`config.mk`:
```
export PLATFORM = sky130hd
export DESIGN_NAME = reset_boot_loader
export DESIGN_NICKNAME = d
export VERILOG_FILES = /design/src/logic/reset_boot_pkg.sv /design/src/logic/reset_boot_loader.sv /design/src/logic/boot_bit_fifo.sv
export SDC_FILE = /design/constraint.sdc
export NUM_CORES = 1
export LEC_CHECK = 0
export BUFFER_PORTS_ARGS = -buffer_cell sky130_fd_sc_hd__clkbuf_2
export CORE_MARGIN = 2
export CORE_UTILIZATION = 52
export CTS_CLUSTER_SIZE = 8
export DETAILED_ROUTE_END_ITERATION = 10
export MAX_ROUTING_LAYER = met4
export PLACE_DENSITY = 0.7
export SLEW_MARGIN = 20
export SYNTH_ARGS = -nofsm -noshare
export SYNTH_HDL_FRONTEND = slang
export SYNTH_SLANG_ARGS = --single-unit
export TNS_END_PERCENT = 1
```
`constraint.sdc`:
```
create_clock -name i_sys_clk -period 5.48 [get_ports i_sys_clk]
set_input_delay 0.274 -clock i_sys_clk [delete_from_list [all_inputs] [get_ports i_sys_clk]]
set_output_delay 0.274 -clock i_sys_clk [all_outputs]
set_load 0.02 [all_outputs]
```
`src/logic/reset_boot_pkg.sv`:
```
// Package for the reset sequencer and boot-mode loader.
// Assumes a single system clock at 10 MHz.
package reset_boot_pkg;

  // ==========================================================
  // Timing
  localparam int          SYS_CLK_HZ        = 10_000_000;
  localparam int          MODE_DIV          = 256;          // Mode clock = sys clock / 256
  localparam int          MODE_HALF         = MODE_DIV / 2;
  localparam int          MODE_BITS         = 256;          // Boot-mode stream length
  localparam int          PLL_LOCK_CYCLES   = 64;           // Modelled lock time
  localparam int          FIFO_DEPTH        = 8;

  // ==========================================================
  // Reset values
  localparam logic [255:0] BOOT_MODE_RESET  = 256'h0;

  // ==========================================================
  // Sequencer states, one-hot
  typedef enum logic [4:0] {
    ST_OFF     = 5'h01,
    ST_LOAD    = 5'h02,
    ST_LOCK    = 5'h04,
    ST_HOLD    = 5'h08,
    ST_RUN     = 5'h10
  } seq_state_t;

  // Exception that starts execution after a reset
  typedef enum logic [1:0] {
    EXC_NONE   = 2'h0,
    EXC_RESET  = 2'h1,
    EXC_SOFT   = 2'h2
  } reset_exc_t;

  // One sampled boot bit with its index
  typedef struct packed {
    logic [7:0] index;
    logic       value;
  } boot_bit_t;

endpackage

```
`src/logic/reset_boot_loader.sv`:
```
// Reset sequencer and serial boot-mode loader of the processor.
// Assumes reset pins and the mode bit come from outside and are synchronised here.
// Operation
// (RL1) Serial interface and mode clock run at system clock divided by 256.
// (RL2) System asserts power_good only after 100 ms of stable supplies and clock.
// (RL3) Stream reading starts right when power_good asserts.
// (RL4) System drives cold_reset_n low for power-on and cold resets.
// (RL5) cold_reset_n is already low when power_good asserts.
// (RL6) cold_reset_n held 65536 cycles after power_good, released after stream read.
// (RL7) System releases cold_reset_n and sys_reset_n synchronously to the clock.
// (RL8) sys_reset_n held 64 cycles after cold_reset_n release.
// (RL9) After mode bits load, PLLs lock and core clock becomes stable.
// (RL10) sys_reset_n asserted synchronously for a warm reset.
// (RL11) power_good low at least 64 reference clocks before a cold reset.
// (RL12) Power-on or cold reset ends by taking the Reset exception.
// (RL13) Warm reset holds sys_reset_n low at least 64 cycles.
// (RL14) Warm reset skips the stream, keeps clocks, takes Soft Reset exception.
// (RL15) Any reset resets state machines and starts at the reset vector.
// (RL16) Internal state survives a warm reset.
// (RL17) Mode clock output held high while power_good is low.
// (RL18) First mode clock rising edge 256 cycles after power_good asserts.
// (RL19) Source presents bit 0 at power_good, next bits after each rising edge.
// (RL20) Exactly 256 bits are sampled from the serial input.
// (RL21) Source supplies zeros for reserved bits.
// (RL22) Captured bits stay stable until the next power-on or cold load.
`timescale 1ns/1ps
module reset_boot_loader
  import reset_boot_pkg::*;
(
  input  wire logic                     i_sys_clk,
  input  wire logic                     i_arst_n,
  input  wire logic                     i_power_good,
  input  wire logic                     i_cold_reset_n,
  input  wire logic                     i_sys_reset_n,
  input  wire logic                     i_boot_mode_serial_in,
  output logic                          o_boot_mode_serial_clock,
  output logic [255:0]                  o_boot_mode,
  output logic                          o_boot_mode_valid,
  output logic                          o_core_clock_stable,
  output logic                          o_core_reset,
  output logic                          o_start_pulse,
  output reset_boot_pkg::reset_exc_t    o_start_exception
);
  import reset_boot_pkg::*;

  // ==========================================================
  // Three-flop input synchronisers
  logic [2:0] pg_sync_reg;
  logic [2:0] cold_sync_reg;
  logic [2:0] sys_sync_reg;
  logic [2:0] din_sync_reg;
  logic       pg_reg;
  logic       cold_n_reg;
  logic       sys_n_reg;
  logic       din_reg;

  // Shift pins through three stages
  always_ff @(posedge i_sys_clk or negedge i_arst_n) begin
    if (!i_arst_n) begin
      pg_sync_reg   <= 3'h0;
      cold_sync_reg <= 3'h0;
      sys_sync_reg  <= 3'h0;
      din_sync_reg  <= 3'h0;
    end else begin
      pg_sync_reg   <= {pg_sync_reg[1:0], i_power_good};
      cold_sync_reg <= {cold_sync_reg[1:0], i_cold_reset_n};
      sys_sync_reg  <= {sys_sync_reg[1:0], i_sys_reset_n};
      din_sync_reg  <= {din_sync_reg[1:0], i_boot_mode_serial_in};
    end
  end

  // Accept a level once stages two and three agree
  always_ff @(posedge i_sys_clk or negedge i_arst_n) begin
    if (!i_arst_n) begin
      pg_reg     <= 1'b0;
      cold_n_reg <= 1'b0;
      sys_n_reg  <= 1'b0;
      din_reg    <= 1'b0;
    end else begin
      if (pg_sync_reg[1] == pg_sync_reg[2]) pg_reg <= pg_sync_reg[2];
      if (cold_sync_reg[1] == cold_sync_reg[2]) cold_n_reg <= cold_sync_reg[2];
      if (sys_sync_reg[1] == sys_sync_reg[2]) sys_n_reg <= sys_sync_reg[2];
      if (din_sync_reg[1] == din_sync_reg[2]) din_reg <= din_sync_reg[2];
    end
  end

  // ==========================================================
  // Sequencer
  seq_state_t state_reg;
  logic [7:0] div_reg;          // Position within one mode clock period
  logic [8:0] bit_cnt_reg;      // Bits sampled so far
  logic [6:0] lock_cnt_reg;
  logic       pg_prev_reg;
  logic       sys_prev_reg;
  logic       cold_done_reg;    // Last reset was power-on or cold
  logic       pg_rise;
  logic       sample;
  logic       div_step;         // Divider advances this cycle
  logic       fifo_in_ready;
  logic       fifo_out_valid;
  boot_bit_t  fifo_out;
  boot_bit_t  fifo_in;

  assign pg_rise = pg_reg && !pg_prev_reg;
  // Sample at each mode clock rising edge, bit 0 at the first
  assign sample  = (state_reg == ST_LOAD) && (div_reg == 8'hFF) && fifo_in_ready; // RL20
  // The last count of a period waits for room in the FIFO
  assign div_step = (div_reg != 8'hFF) || fifo_in_ready;
  assign fifo_in = '{index: bit_cnt_reg[7:0], value: din_reg};

  // Edge history
  always_ff @(posedge i_sys_clk or negedge i_arst_n) begin
    if (!i_arst_n) begin
      pg_prev_reg  <= 1'b0;
      sys_prev_reg <= 1'b0;
    end else begin
      pg_prev_reg  <= pg_reg;
      sys_prev_reg <= sys_n_reg;
    end
  end

  // State transitions
  always_ff @(posedge i_sys_clk or negedge i_arst_n) begin
    if (!i_arst_n) begin
      state_reg <= ST_OFF;
    end else if (!pg_reg) begin
      state_reg <= ST_OFF;                                   // RL17
    end else begin
      unique case (state_reg)
        ST_OFF:  if (pg_rise) state_reg <= ST_LOAD;          // RL3
        ST_LOAD: if (bit_cnt_reg == 9'(MODE_BITS) && !fifo_out_valid) state_reg <= ST_LOCK;
        ST_LOCK: if (lock_cnt_reg == 7'(PLL_LOCK_CYCLES)) state_reg <= ST_HOLD; // RL9
        ST_HOLD: if (cold_n_reg && sys_n_reg) state_reg <= ST_RUN;
        ST_RUN:  if (!cold_n_reg) state_reg <= ST_HOLD;
      endcase
    end
  end

  // Mode clock divider and bit counter, restarted on power_good
  always_ff @(posedge i_sys_clk or negedge i_arst_n) begin
    if (!i_arst_n) begin
      div_reg     <= 8'h00;
      bit_cnt_reg <= 9'h000;
    end else if (state_reg != ST_LOAD) begin
      div_reg     <= 8'h00;                                  // RL18
      bit_cnt_reg <= 9'h000;
    end else if (bit_cnt_reg != 9'(MODE_BITS)) begin
      if (div_step) begin
        div_reg <= div_reg + 8'h01;                          // RL1
      end
      if (sample) bit_cnt_reg <= bit_cnt_reg + 9'h001;
    end
  end

  // Mode clock: high when idle and for the first half period, low for the
  // second half, so each rise lands on the sample that ends a period
  always_ff @(posedge i_sys_clk or negedge i_arst_n) begin
    if (!i_arst_n) begin
      o_boot_mode_serial_clock <= 1'b1;
    end else if (state_reg != ST_LOAD || bit_cnt_reg == 9'(MODE_BITS)) begin
      o_boot_mode_serial_clock <= 1'b1;                      // RL17
    end else begin
      o_boot_mode_serial_clock <= (div_step ? div_reg + 8'h01 : div_reg) < 8'(MODE_HALF); // RL18
    end
  end

  boot_bit_fifo #(
    .WIDTH ($bits(boot_bit_t)),
    .DEPTH (FIFO_DEPTH)
  ) u_fifo (
    .i_sys_clk   (i_sys_clk),
    .i_arst_n    (i_arst_n),
    .i_flush     (pg_rise),
    .i_in_valid  (sample),
    .o_in_ready  (fifo_in_ready),
    .i_in_data   (fifo_in),
    .o_out_valid (fifo_out_valid),
    .i_out_ready (1'b1),
    .o_out_data  (fifo_out)
  );

  // Mode register: written only during a load
  always_ff @(posedge i_sys_clk or negedge i_arst_n) begin
    if (!i_arst_n) begin
      o_boot_mode <= BOOT_MODE_RESET;
    end else if (fifo_out_valid) begin
      o_boot_mode[fifo_out.index] <= fifo_out.value;         // RL22
    end
  end

  // Load complete flag, cleared when a new load starts
  always_ff @(posedge i_sys_clk or negedge i_arst_n) begin
    if (!i_arst_n) begin
      o_boot_mode_valid <= 1'b0;
    end else if (pg_rise) begin
      o_boot_mode_valid <= 1'b0;
    end else if (state_reg == ST_LOAD && bit_cnt_reg == 9'(MODE_BITS) && !fifo_out_valid) begin
      o_boot_mode_valid <= 1'b1;                             // RL22
    end
  end

  // PLL lock timer and stable core clock
  always_ff @(posedge i_sys_clk or negedge i_arst_n) begin
    if (!i_arst_n) begin
      lock_cnt_reg        <= 7'h00;
      o_core_clock_stable <= 1'b0;
    end else if (state_reg == ST_LOCK) begin
      lock_cnt_reg <= lock_cnt_reg + 7'h01;
      if (lock_cnt_reg == 7'(PLL_LOCK_CYCLES)) o_core_clock_stable <= 1'b1; // RL9
    end else if (state_reg == ST_OFF) begin
      lock_cnt_reg        <= 7'h00;
      o_core_clock_stable <= 1'b0;                           // RL14
    end
  end

  // Core reset and start exception
  always_ff @(posedge i_sys_clk or negedge i_arst_n) begin
    if (!i_arst_n) begin
      o_core_reset      <= 1'b1;
      o_start_pulse     <= 1'b0;
      o_start_exception <= EXC_NONE;
      cold_done_reg     <= 1'b1;
    end else begin
      o_start_pulse <= 1'b0;
      if (state_reg != ST_RUN || !sys_n_reg) begin
        o_core_reset <= 1'b1;                                // RL15
      end
      if (state_reg != ST_RUN) begin
        cold_done_reg <= 1'b1;                               // RL12
      end
      if (state_reg == ST_RUN && sys_n_reg && !sys_prev_reg) begin
        o_core_reset      <= 1'b0;                           // RL15
        o_start_pulse     <= 1'b1;
        o_start_exception <= cold_done_reg ? EXC_RESET : EXC_SOFT; // RL12 RL14
        cold_done_reg     <= 1'b0;                           // RL16
      end else if (state_reg == ST_RUN && sys_n_reg && o_core_reset) begin
        o_core_reset      <= 1'b0;
        o_start_pulse     <= 1'b1;
        o_start_exception <= cold_done_reg ? EXC_RESET : EXC_SOFT;
        cold_done_reg     <= 1'b0;
      end
    end
  end

  // ==========================================================
  // Checks
  AST_CLK_HIGH_IDLE: assert property (@(posedge i_sys_clk) disable iff (!i_arst_n) // RL17
    (state_reg == ST_OFF) |=> o_boot_mode_serial_clock) else $error("mode clock low while idle");

  AST_FIRST_EDGE: assert property (@(posedge i_sys_clk) disable iff (!i_arst_n) // RL18
    $rose(state_reg == ST_LOAD) |-> o_boot_mode_serial_clock [*8]) else $error("mode clock not high after start");

  AST_FIRST_RISE: assert property (@(posedge i_sys_clk) disable iff (!i_arst_n) // RL18
    $rose(state_reg == ST_LOAD) |-> ##256 $rose(o_boot_mode_serial_clock)) else $error("mode clock rise misplaced");

  AST_LOAD_START: assert property (@(posedge i_sys_clk) disable iff (!i_arst_n) // RL3
    (pg_rise && state_reg == ST_OFF) |=> (state_reg == ST_LOAD)) else $error("load did not start");

  AST_BIT_LIMIT: assert property (@(posedge i_sys_clk) disable iff (!i_arst_n) // RL20
    bit_cnt_reg <= 9'(MODE_BITS)) else $error("too many bits sampled");

  AST_MODE_STABLE: assert property (@(posedge i_sys_clk) disable iff (!i_arst_n) // RL22
    (o_boot_mode_valid && !pg_rise) |=> $stable(o_boot_mode)) else $error("boot mode changed");

  AST_RESET_EXC: assert property (@(posedge i_sys_clk) disable iff (!i_arst_n) // RL12
    (state_reg == ST_HOLD && cold_n_reg && sys_n_reg) |-> ##[1:3] o_start_pulse) else $error("no start");

  AST_HOLD_RESET: assert property (@(posedge i_sys_clk) disable iff (!i_arst_n) // RL15
    (state_reg != ST_RUN) |=> o_core_reset) else $error("core left reset early");

  AST_LOCK_AFTER_LOAD: assert property (@(posedge i_sys_clk) disable iff (!i_arst_n) // RL9
    $rose(o_core_clock_stable) |-> o_boot_mode_valid) else $error("clock stable before load");

endmodule // reset_boot_loader

```
`src/logic/boot_bit_fifo.sv`:
```
// FIFO that buffers sampled boot-mode bits on their way to the mode register.
// Assumes the same clock and reset as the sequencer.
`timescale 1ns/1ps
module boot_bit_fifo #(
  parameter int WIDTH = 9,
  parameter int DEPTH = 8
) (
  input  wire logic             i_sys_clk,
  input  wire logic             i_arst_n,
  input  wire logic             i_flush,
  input  wire logic             i_in_valid,
  output logic                  o_in_ready,
  input  wire logic [WIDTH-1:0] i_in_data,
  output logic                  o_out_valid,
  input  wire logic             i_out_ready,
  output logic      [WIDTH-1:0] o_out_data
);
  localparam int AW = $clog2(DEPTH);

  logic [WIDTH-1:0] mem_reg [DEPTH];
  logic [AW-1:0]    wr_ptr_reg;
  logic [AW-1:0]    rd_ptr_reg;
  logic [AW:0]      count_reg;
  logic             push;
  logic             pop;

  // ==========================================================
  // Handshakes
  assign o_in_ready  = (count_reg != (AW+1)'(DEPTH));
  assign o_out_valid = (count_reg != '0);
  assign push        = i_in_valid && o_in_ready;
  assign pop         = o_out_valid && i_out_ready;
  assign o_out_data  = mem_reg[rd_ptr_reg];

  // Storage
  always_ff @(posedge i_sys_clk) begin
    if (push) begin
      mem_reg[wr_ptr_reg] <= i_in_data;
    end
  end

  // Pointers and fill level
  always_ff @(posedge i_sys_clk or negedge i_arst_n) begin
    if (!i_arst_n) begin
      wr_ptr_reg <= '0;
      rd_ptr_reg <= '0;
      count_reg  <= '0;
    end else if (i_flush) begin
      wr_ptr_reg <= '0;
      rd_ptr_reg <= '0;
      count_reg  <= '0;
    end else begin
      if (push) begin
        wr_ptr_reg <= (wr_ptr_reg == AW'(DEPTH-1)) ? '0 : wr_ptr_reg + 1'b1;
      end
      if (pop) begin
        rd_ptr_reg <= (rd_ptr_reg == AW'(DEPTH-1)) ? '0 : rd_ptr_reg + 1'b1;
      end
      count_reg <= count_reg + (AW+1)'(push) - (AW+1)'(pop);
    end
  end

  AST_FIFO_NO_OVERFLOW: assert property (@(posedge i_sys_clk) disable iff (!i_arst_n)
    count_reg <= (AW+1)'(DEPTH)) else $error("fifo count above depth");

endmodule // boot_bit_fifo

```
[Word-level counts from Yosys, hierarchy flattened]
Memory sizes are Yosys's and may differ from the RTL's.
Index checks and enable logic that the tools add are counted.
Cells by class
  add/sub/neg operators: 7
  $lt $le $gt $ge: 3
  eq/ne operators: 25
  mux-type cells: 44
  reductions and logical operators: 32
Operators with widths (count)
  256-bit bitwise mux: 1
  5-bit two-way mux: 6
  9-bit two-way mux: 3
  5-bit one-hot mux with 5 select lines: 1
  8-bit two-way mux: 3
  3-bit two-way mux: 6
  1-bit two-way mux: 17
  7-bit two-way mux: 2
  2-bit nonzero test: 7
  1-bit logical AND: 12
  3-bit inequality test (second input constant): 4
  9-bit by 1-bit adder with 9-bit output (second input constant): 1
  9-bit equality test (second input constant): 1
  8-bit by 9-bit less-than comparator with 1-bit output (second input constant): 1
  9-bit inequality test (second input constant): 1
  8-bit by 1-bit adder with 8-bit output (second input constant): 1
  1-bit demux with 8-bit select: 1
  8-bit equality test (second input constant): 1
  8-bit by 1-bit greater-or-equal comparator with 1-bit output (second input constant): 1
  8-bit less-than comparator (second input constant): 1
  8-bit inequality test (second input constant): 1
  7-bit by 1-bit adder with 7-bit output (second input constant): 1
  7-bit equality test (second input constant): 1
  3-bit by 1-bit adder with 3-bit output (second input constant): 2
  22 further kinds: 35
Storage, ports and cells
  bits in registers: 321
  RAM bits: 72
  bits of input ports: 6
  output and inout port bits: 263
  word-level logic and storage cells: 137
  memories kept: 1
Memories
  u_fifo.mem_reg: words 8, width 9, read ports 1, clocked after memory_dff 0, wr ports 1, line boot_bit_fifo.sv:20  | logic [WIDTH-1:0] mem_reg [DEPTH];

[Longest topological paths before layout]
  depth in word-level cells: 7
  depth in mapped cells: 11
  gate-level depth less buffers: 11

[Hierarchy]
A second synthesis with hierarchy kept.
Unflattened totals
  cells, all modules: 1289
  area, all modules: 16818.6 um2
Modules (own cells, without submodules)
  reset_boot_loader: times used 1, cells each 1110, area an instance 13351.6 um2, sequential area each 7787.5 um2
  boot_bit_fifo: times used 1, cells each 179, area an instance 3467.1 um2, sequential area each 2412.3 um2

[Least setup slack after synthesis]
No wires, ideal clock.
  path kind: flip-flop to flip-flop
  start point: register state_reg[4]
  end point: memory u_fifo.mem_reg[4][0], enable pin
  arrival: 2.219 ns
  required time: 5.077 ns
  setup slack: 2.858 ns
  cell stages (with the launch flop): 5
  path buffers: 0
  clock period less this slack: 2.622 ns
  path through: dfrtp_1 nor3_1 and3b_1 nand3_1 nor4b_1
Between the ends
  longest elaborated chain between the ends: 6
RTL lines
  start, declared: line reset_boot_loader.sv:89  | seq_state_t state_reg;
  start signal, assigned: line reset_boot_loader.sv:125  | state_reg <= ST_OFF;
  start signal, assigned: line reset_boot_loader.sv:127  | state_reg <= ST_OFF;
  start signal, assigned: line reset_boot_loader.sv:130  | ST_OFF: if (pg_rise) state_reg <= ST_LOAD;
  5-bit by 2-bit equality test with 1-bit output: line reset_boot_loader.sv:106  | assign sample = (state_reg == ST_LOAD) && (div_reg == 8'hFF) && fifo_in_ready;
  1-bit logical AND (2 in a row): line reset_boot_loader.sv:106
  1-bit logical AND: line boot_bit_fifo.sv:31  | assign push = i_in_valid && o_in_ready;
  1-bit two-way mux: line boot_bit_fifo.sv:37  | if (push) begin
  1-bit two-way mux (not written as such): line boot_bit_fifo.sv:38  | mem_reg[wr_ptr_reg] <= i_in_data;
  end, declared: line boot_bit_fifo.sv:20
Every way passes these cells.

[Final worst setup path]
  start point: register u_fifo.rd_ptr_reg[0]
  end point: register o_boot_mode[241]
Between the ends
  longest elaborated chain between the ends: 6
  elaborated cells between the ends (all ways): 7
  classes of those cells: order compare: 2; mux: 3; reduce/logical: 1; memory: 1
RTL lines
  start, declared: line boot_bit_fifo.sv:22  | logic [AW-1:0] rd_ptr_reg;
  start signal, assigned: line boot_bit_fifo.sv:57  | rd_ptr_reg <= (rd_ptr_reg == AW'(DEPTH-1)) ? '0 : rd_ptr_reg + 1'b1;
  memory 8 x 9 bit (*)
  8-bit by 9-bit less-than comparator with 1-bit output (not written as such) / 8-bit by 1-bit greater-or-equal comparator with 1-bit output (equally long branches): line reset_boot_loader.sv:187  | o_boot_mode[fifo_out.index] <= fifo_out.value;
  1-bit logical AND (not written as such): line reset_boot_loader.sv:187
  1-bit two-way mux (not written as such): line reset_boot_loader.sv:187
  1-bit demux with 8-bit select: line reset_boot_loader.sv:187
  256-bit bitwise mux (*): line reset_boot_loader.sv:187
  end signal, assigned by index: line reset_boot_loader.sv:187
  end, declared: line reset_boot_loader.sv:37  | output logic [255:0] o_boot_mode,
Every way passes the cells marked *; elsewhere a longest branch is shown, timed or not.
A chain may end at the register's enable or synchronous reset.

==> key figures <==
Detailed routing
  – Vias per std cell: 6.09
  – TritonRoute pass-1 iters: 5
  – Wire per inst: 21.9 um
  – DRT iter0 DRCs: 897
  – Final WL: 44,500 um
  – Vias after detailed routing: 12,401
  – Post-route ant nets: 0
  – DRC violation count after routing: 0

Global routing
  – Pin count of the biggest net entering global routing: 143
  – First-pass GRT wire length: 70,100 um
  – Vias in the first global route: 12,082
  – Total gr overflow: 0
  – Initial antenna violation count: 0
  – Total track usage: 0.253

Layout
  – ANT cells: 0
  – Final Core Density: 0.614
  – Commonest cells after routing, fill and taps aside: dfrtp_1, clkbuf_2, mux2_2
  – Fillers: 2,665
  – Most common cell after layout, fill and taps aside: dfrtp_1
  – Area Overhead vs Synth: 17.2%
  – Footprint of the multi-input gates: 0.00712 mm2
  – Seq. cell area: 0.0102 mm2
  – Share of layout cells above drive strength 1: 0.380
  – Largest register FFs: 256
  – Final Cell Area: 0.0211 mm2
  – Post-Layout Cell Count: 2,035
  – Final nets: 1,583

Synth
  – Top area cells in the synthesized netlist: dfrtp_1, edfxtp_1, mux2_2, mux2_1, nand4_1
  – Area leader, netlist: dfrtp_1
  – EDFF count, synth: 72
  – Sequential area share after synthesis: 0.568
  – Register bit total from synthesis: 393
  – Ys async rst share: 0.817
  – Syn Area/Cell: 13.5 um2
  – Main flop type after synthesis: dfrtp_1
  – Syn_nets: 1,356
  – Synth Instances: 1,334
  – Syn. warnings: 0
  – Top-area cell type share of the netlist area: 0.442
  – Cell area after synthesis: 0.0180 mm2
  – Post-synth cell types: 67

Floorplan
  – Die H: 190 um
  – Floorplan Core Area: 0.0343 mm2
  – IO Pins: 269
  – Starting Density: 0.524
  – Die area: 0.0360 mm2
  – Die span in x: 190 um
  – Row Count: 68

Run status
  – Status: finished, final reports clean

STA
  – Final slew viol count: 0
  – Final setup viols: 0
  – Setup TNS: 0 ns
  – Hold slack final: 0.315 ns
  – Min Tclk post-route: 4.05 ns
  – Tightest Pin Transition: 1.08 ns
  – Max Clk Rate: 0.247 GHz
  – Hold Violations, Final: 0
  – Period utilization: 0.738
  – RSZ-0062 raised after global routing: no
  – Setup ws final: 1.43 ns
  – Relative slew slack: 0.278
  – Clk_skew: 0.0242 ns

Clock tree
  – Clock slew at reported path FFs: 0.05 ns
  – Setup bufs post-CTS: 0
  – Clk_lat worst skew: 0.58 ns
  – CTS tree: done
  – H-tree levels: 2
  – Root Buffer: clkbuf_16
  – Clk buf depth: 3
  – Post-CTS sizing: 0
  – Clk sinks: 393
  – Clock buffer count from CTS: 55

Place
  – Port bufs: 268
  – Pre-CTS WS: 1.35 ns
  – Dpl cells: 1,953
  – Final HPWL DP: 27,200 um
  – Placer Congestion: 0.829
  – Placed inst area: 0.0195 mm2

Critical path
  – CP Class: flop to flop
  – Crit-path cells: buf_4 > mux4_2 > nand2b_2 > nand4_2 > nor4_1 > mux2_2
  – WP data required: 5.93 ns
  – RR Endpoint: o_boot_mode[241]$_DFFE_PN0P_
  – Setup crit start kind: flop
  – R2R cell count: 6
  – Slowest cell on crit path: dfrtp_1
  – Critical path endpoint category: flop
  – Worst path arrival time: 4.50 ns
  – Critical Path Start: u_fifo.rd_ptr_reg[0]$_DFFE_PN0P_
  – Reg-to-Reg Start: u_fifo.rd_ptr_reg[0]$_DFFE_PN0P_
  – R2R Setup Slk: 1.43 ns
  – Maximum fanout along the worst path: 32
  – Critical Path Max Stage Delay: 0.98 ns

Pwr
  – Peak supply drop: 0.000232 V
  – Power Total: 6.20 mW
  – Static Leak: 9.41 nW
  – Pwr dens: 294 mW/mm2

Flow run
  – Max_cap viols: 0

Min path
  – HP Class: input pin to asynchronous set/reset pin
==> power by group <==
group | total (mW) | leakage, nW | switching [mW] | internal (mW)
clock | 2.96 | 0.709 | 1.16 | 1.80
sequential | 3.04 | 4.94 | 0.0315 | 3.01
combinational | 0.199 | 3.76 | 0.138 | 0.0606
==> critical path: cells and delay by family, from the launching register on <==
kind | cells | cell delay, ns
buffers and inverters | 1 | 0.36
DFF | 1 | 0.98
muxes | 2 | 0.92
and+or+nand+nor | 3 | 1.66
==> layer usage <==
metal  part of all wire  GRT usage
met1               0.43      0.343
met2               0.48      0.389
met3              0.057     0.0397
met4              0.030     0.0933
met5                  0          -
==> cell usage after synthesis, drive strengths merged, types with 5 or more instances <==
master,count
a211oi,8
a21oi,21
and3,5
buf,82
clkbuf,49
dfrtp,317
edfxtp,72
ha,15
inv,16
mux2,262
mux2i,14
mux4,16
nand2,31
nand3,32
nand4,122
nor2,36
nor2b,5
nor3,12
nor3b,5
nor4,132
o21ai,12
or3,5
xnor2,8
==> how the worst max path moves through the flow <==
stage	end	slack, ns	cells after the start
2_1_floorplan	u_fifo.mem_reg[4][0]$_DFFE_PP_	2.86	4
3_3_place_gp	o_boot_mode[234]$_DFFE_PN0P_	1.44	5
3_5_place_dp	o_boot_mode[202]$_DFFE_PN0P_	1.35	5
4_1_cts	o_boot_mode[241]$_DFFE_PN0P_	1.33	6
5_1_grt	o_boot_mode[129]$_DFFE_PN0P_	1.12	6
6_report	o_boot_mode[241]$_DFFE_PN0P_	1.43	6
==> area by class of cell <==
| class | instances | share of cell area |
|---|---|---|
| multi-input combinational | 793 | 0.338 |
| inverter | 17 | 0.00303 |
| clock inverter | 2 | 0.000832 |
| clock buffer | 74 | 0.0688 |
| timing repair buffer | 301 | 0.0775 |
| tap | 455 | 0.0270 |
| sequential | 393 | 0.485 |
==> logic make-up after synthesis <==
group / after synthesis / synth area share
simple gates: 409 / 0.147
flops: 393 / 0.568
mux: 292 / 0.195
buf+inv: 148 / 0.0410
compound gates: 62 / 0.0304
fa+ha+maj: 20 / 0.0138
xor+xnor: 10 / 0.00488
==> timing repair <==
action                                  in CTS  in global routing
endpoints found under the setup margin       0                  0
hold buffers                                 5                  0
endpoints found under the hold margin       98                  0
(Power assumes the default switching activity.)
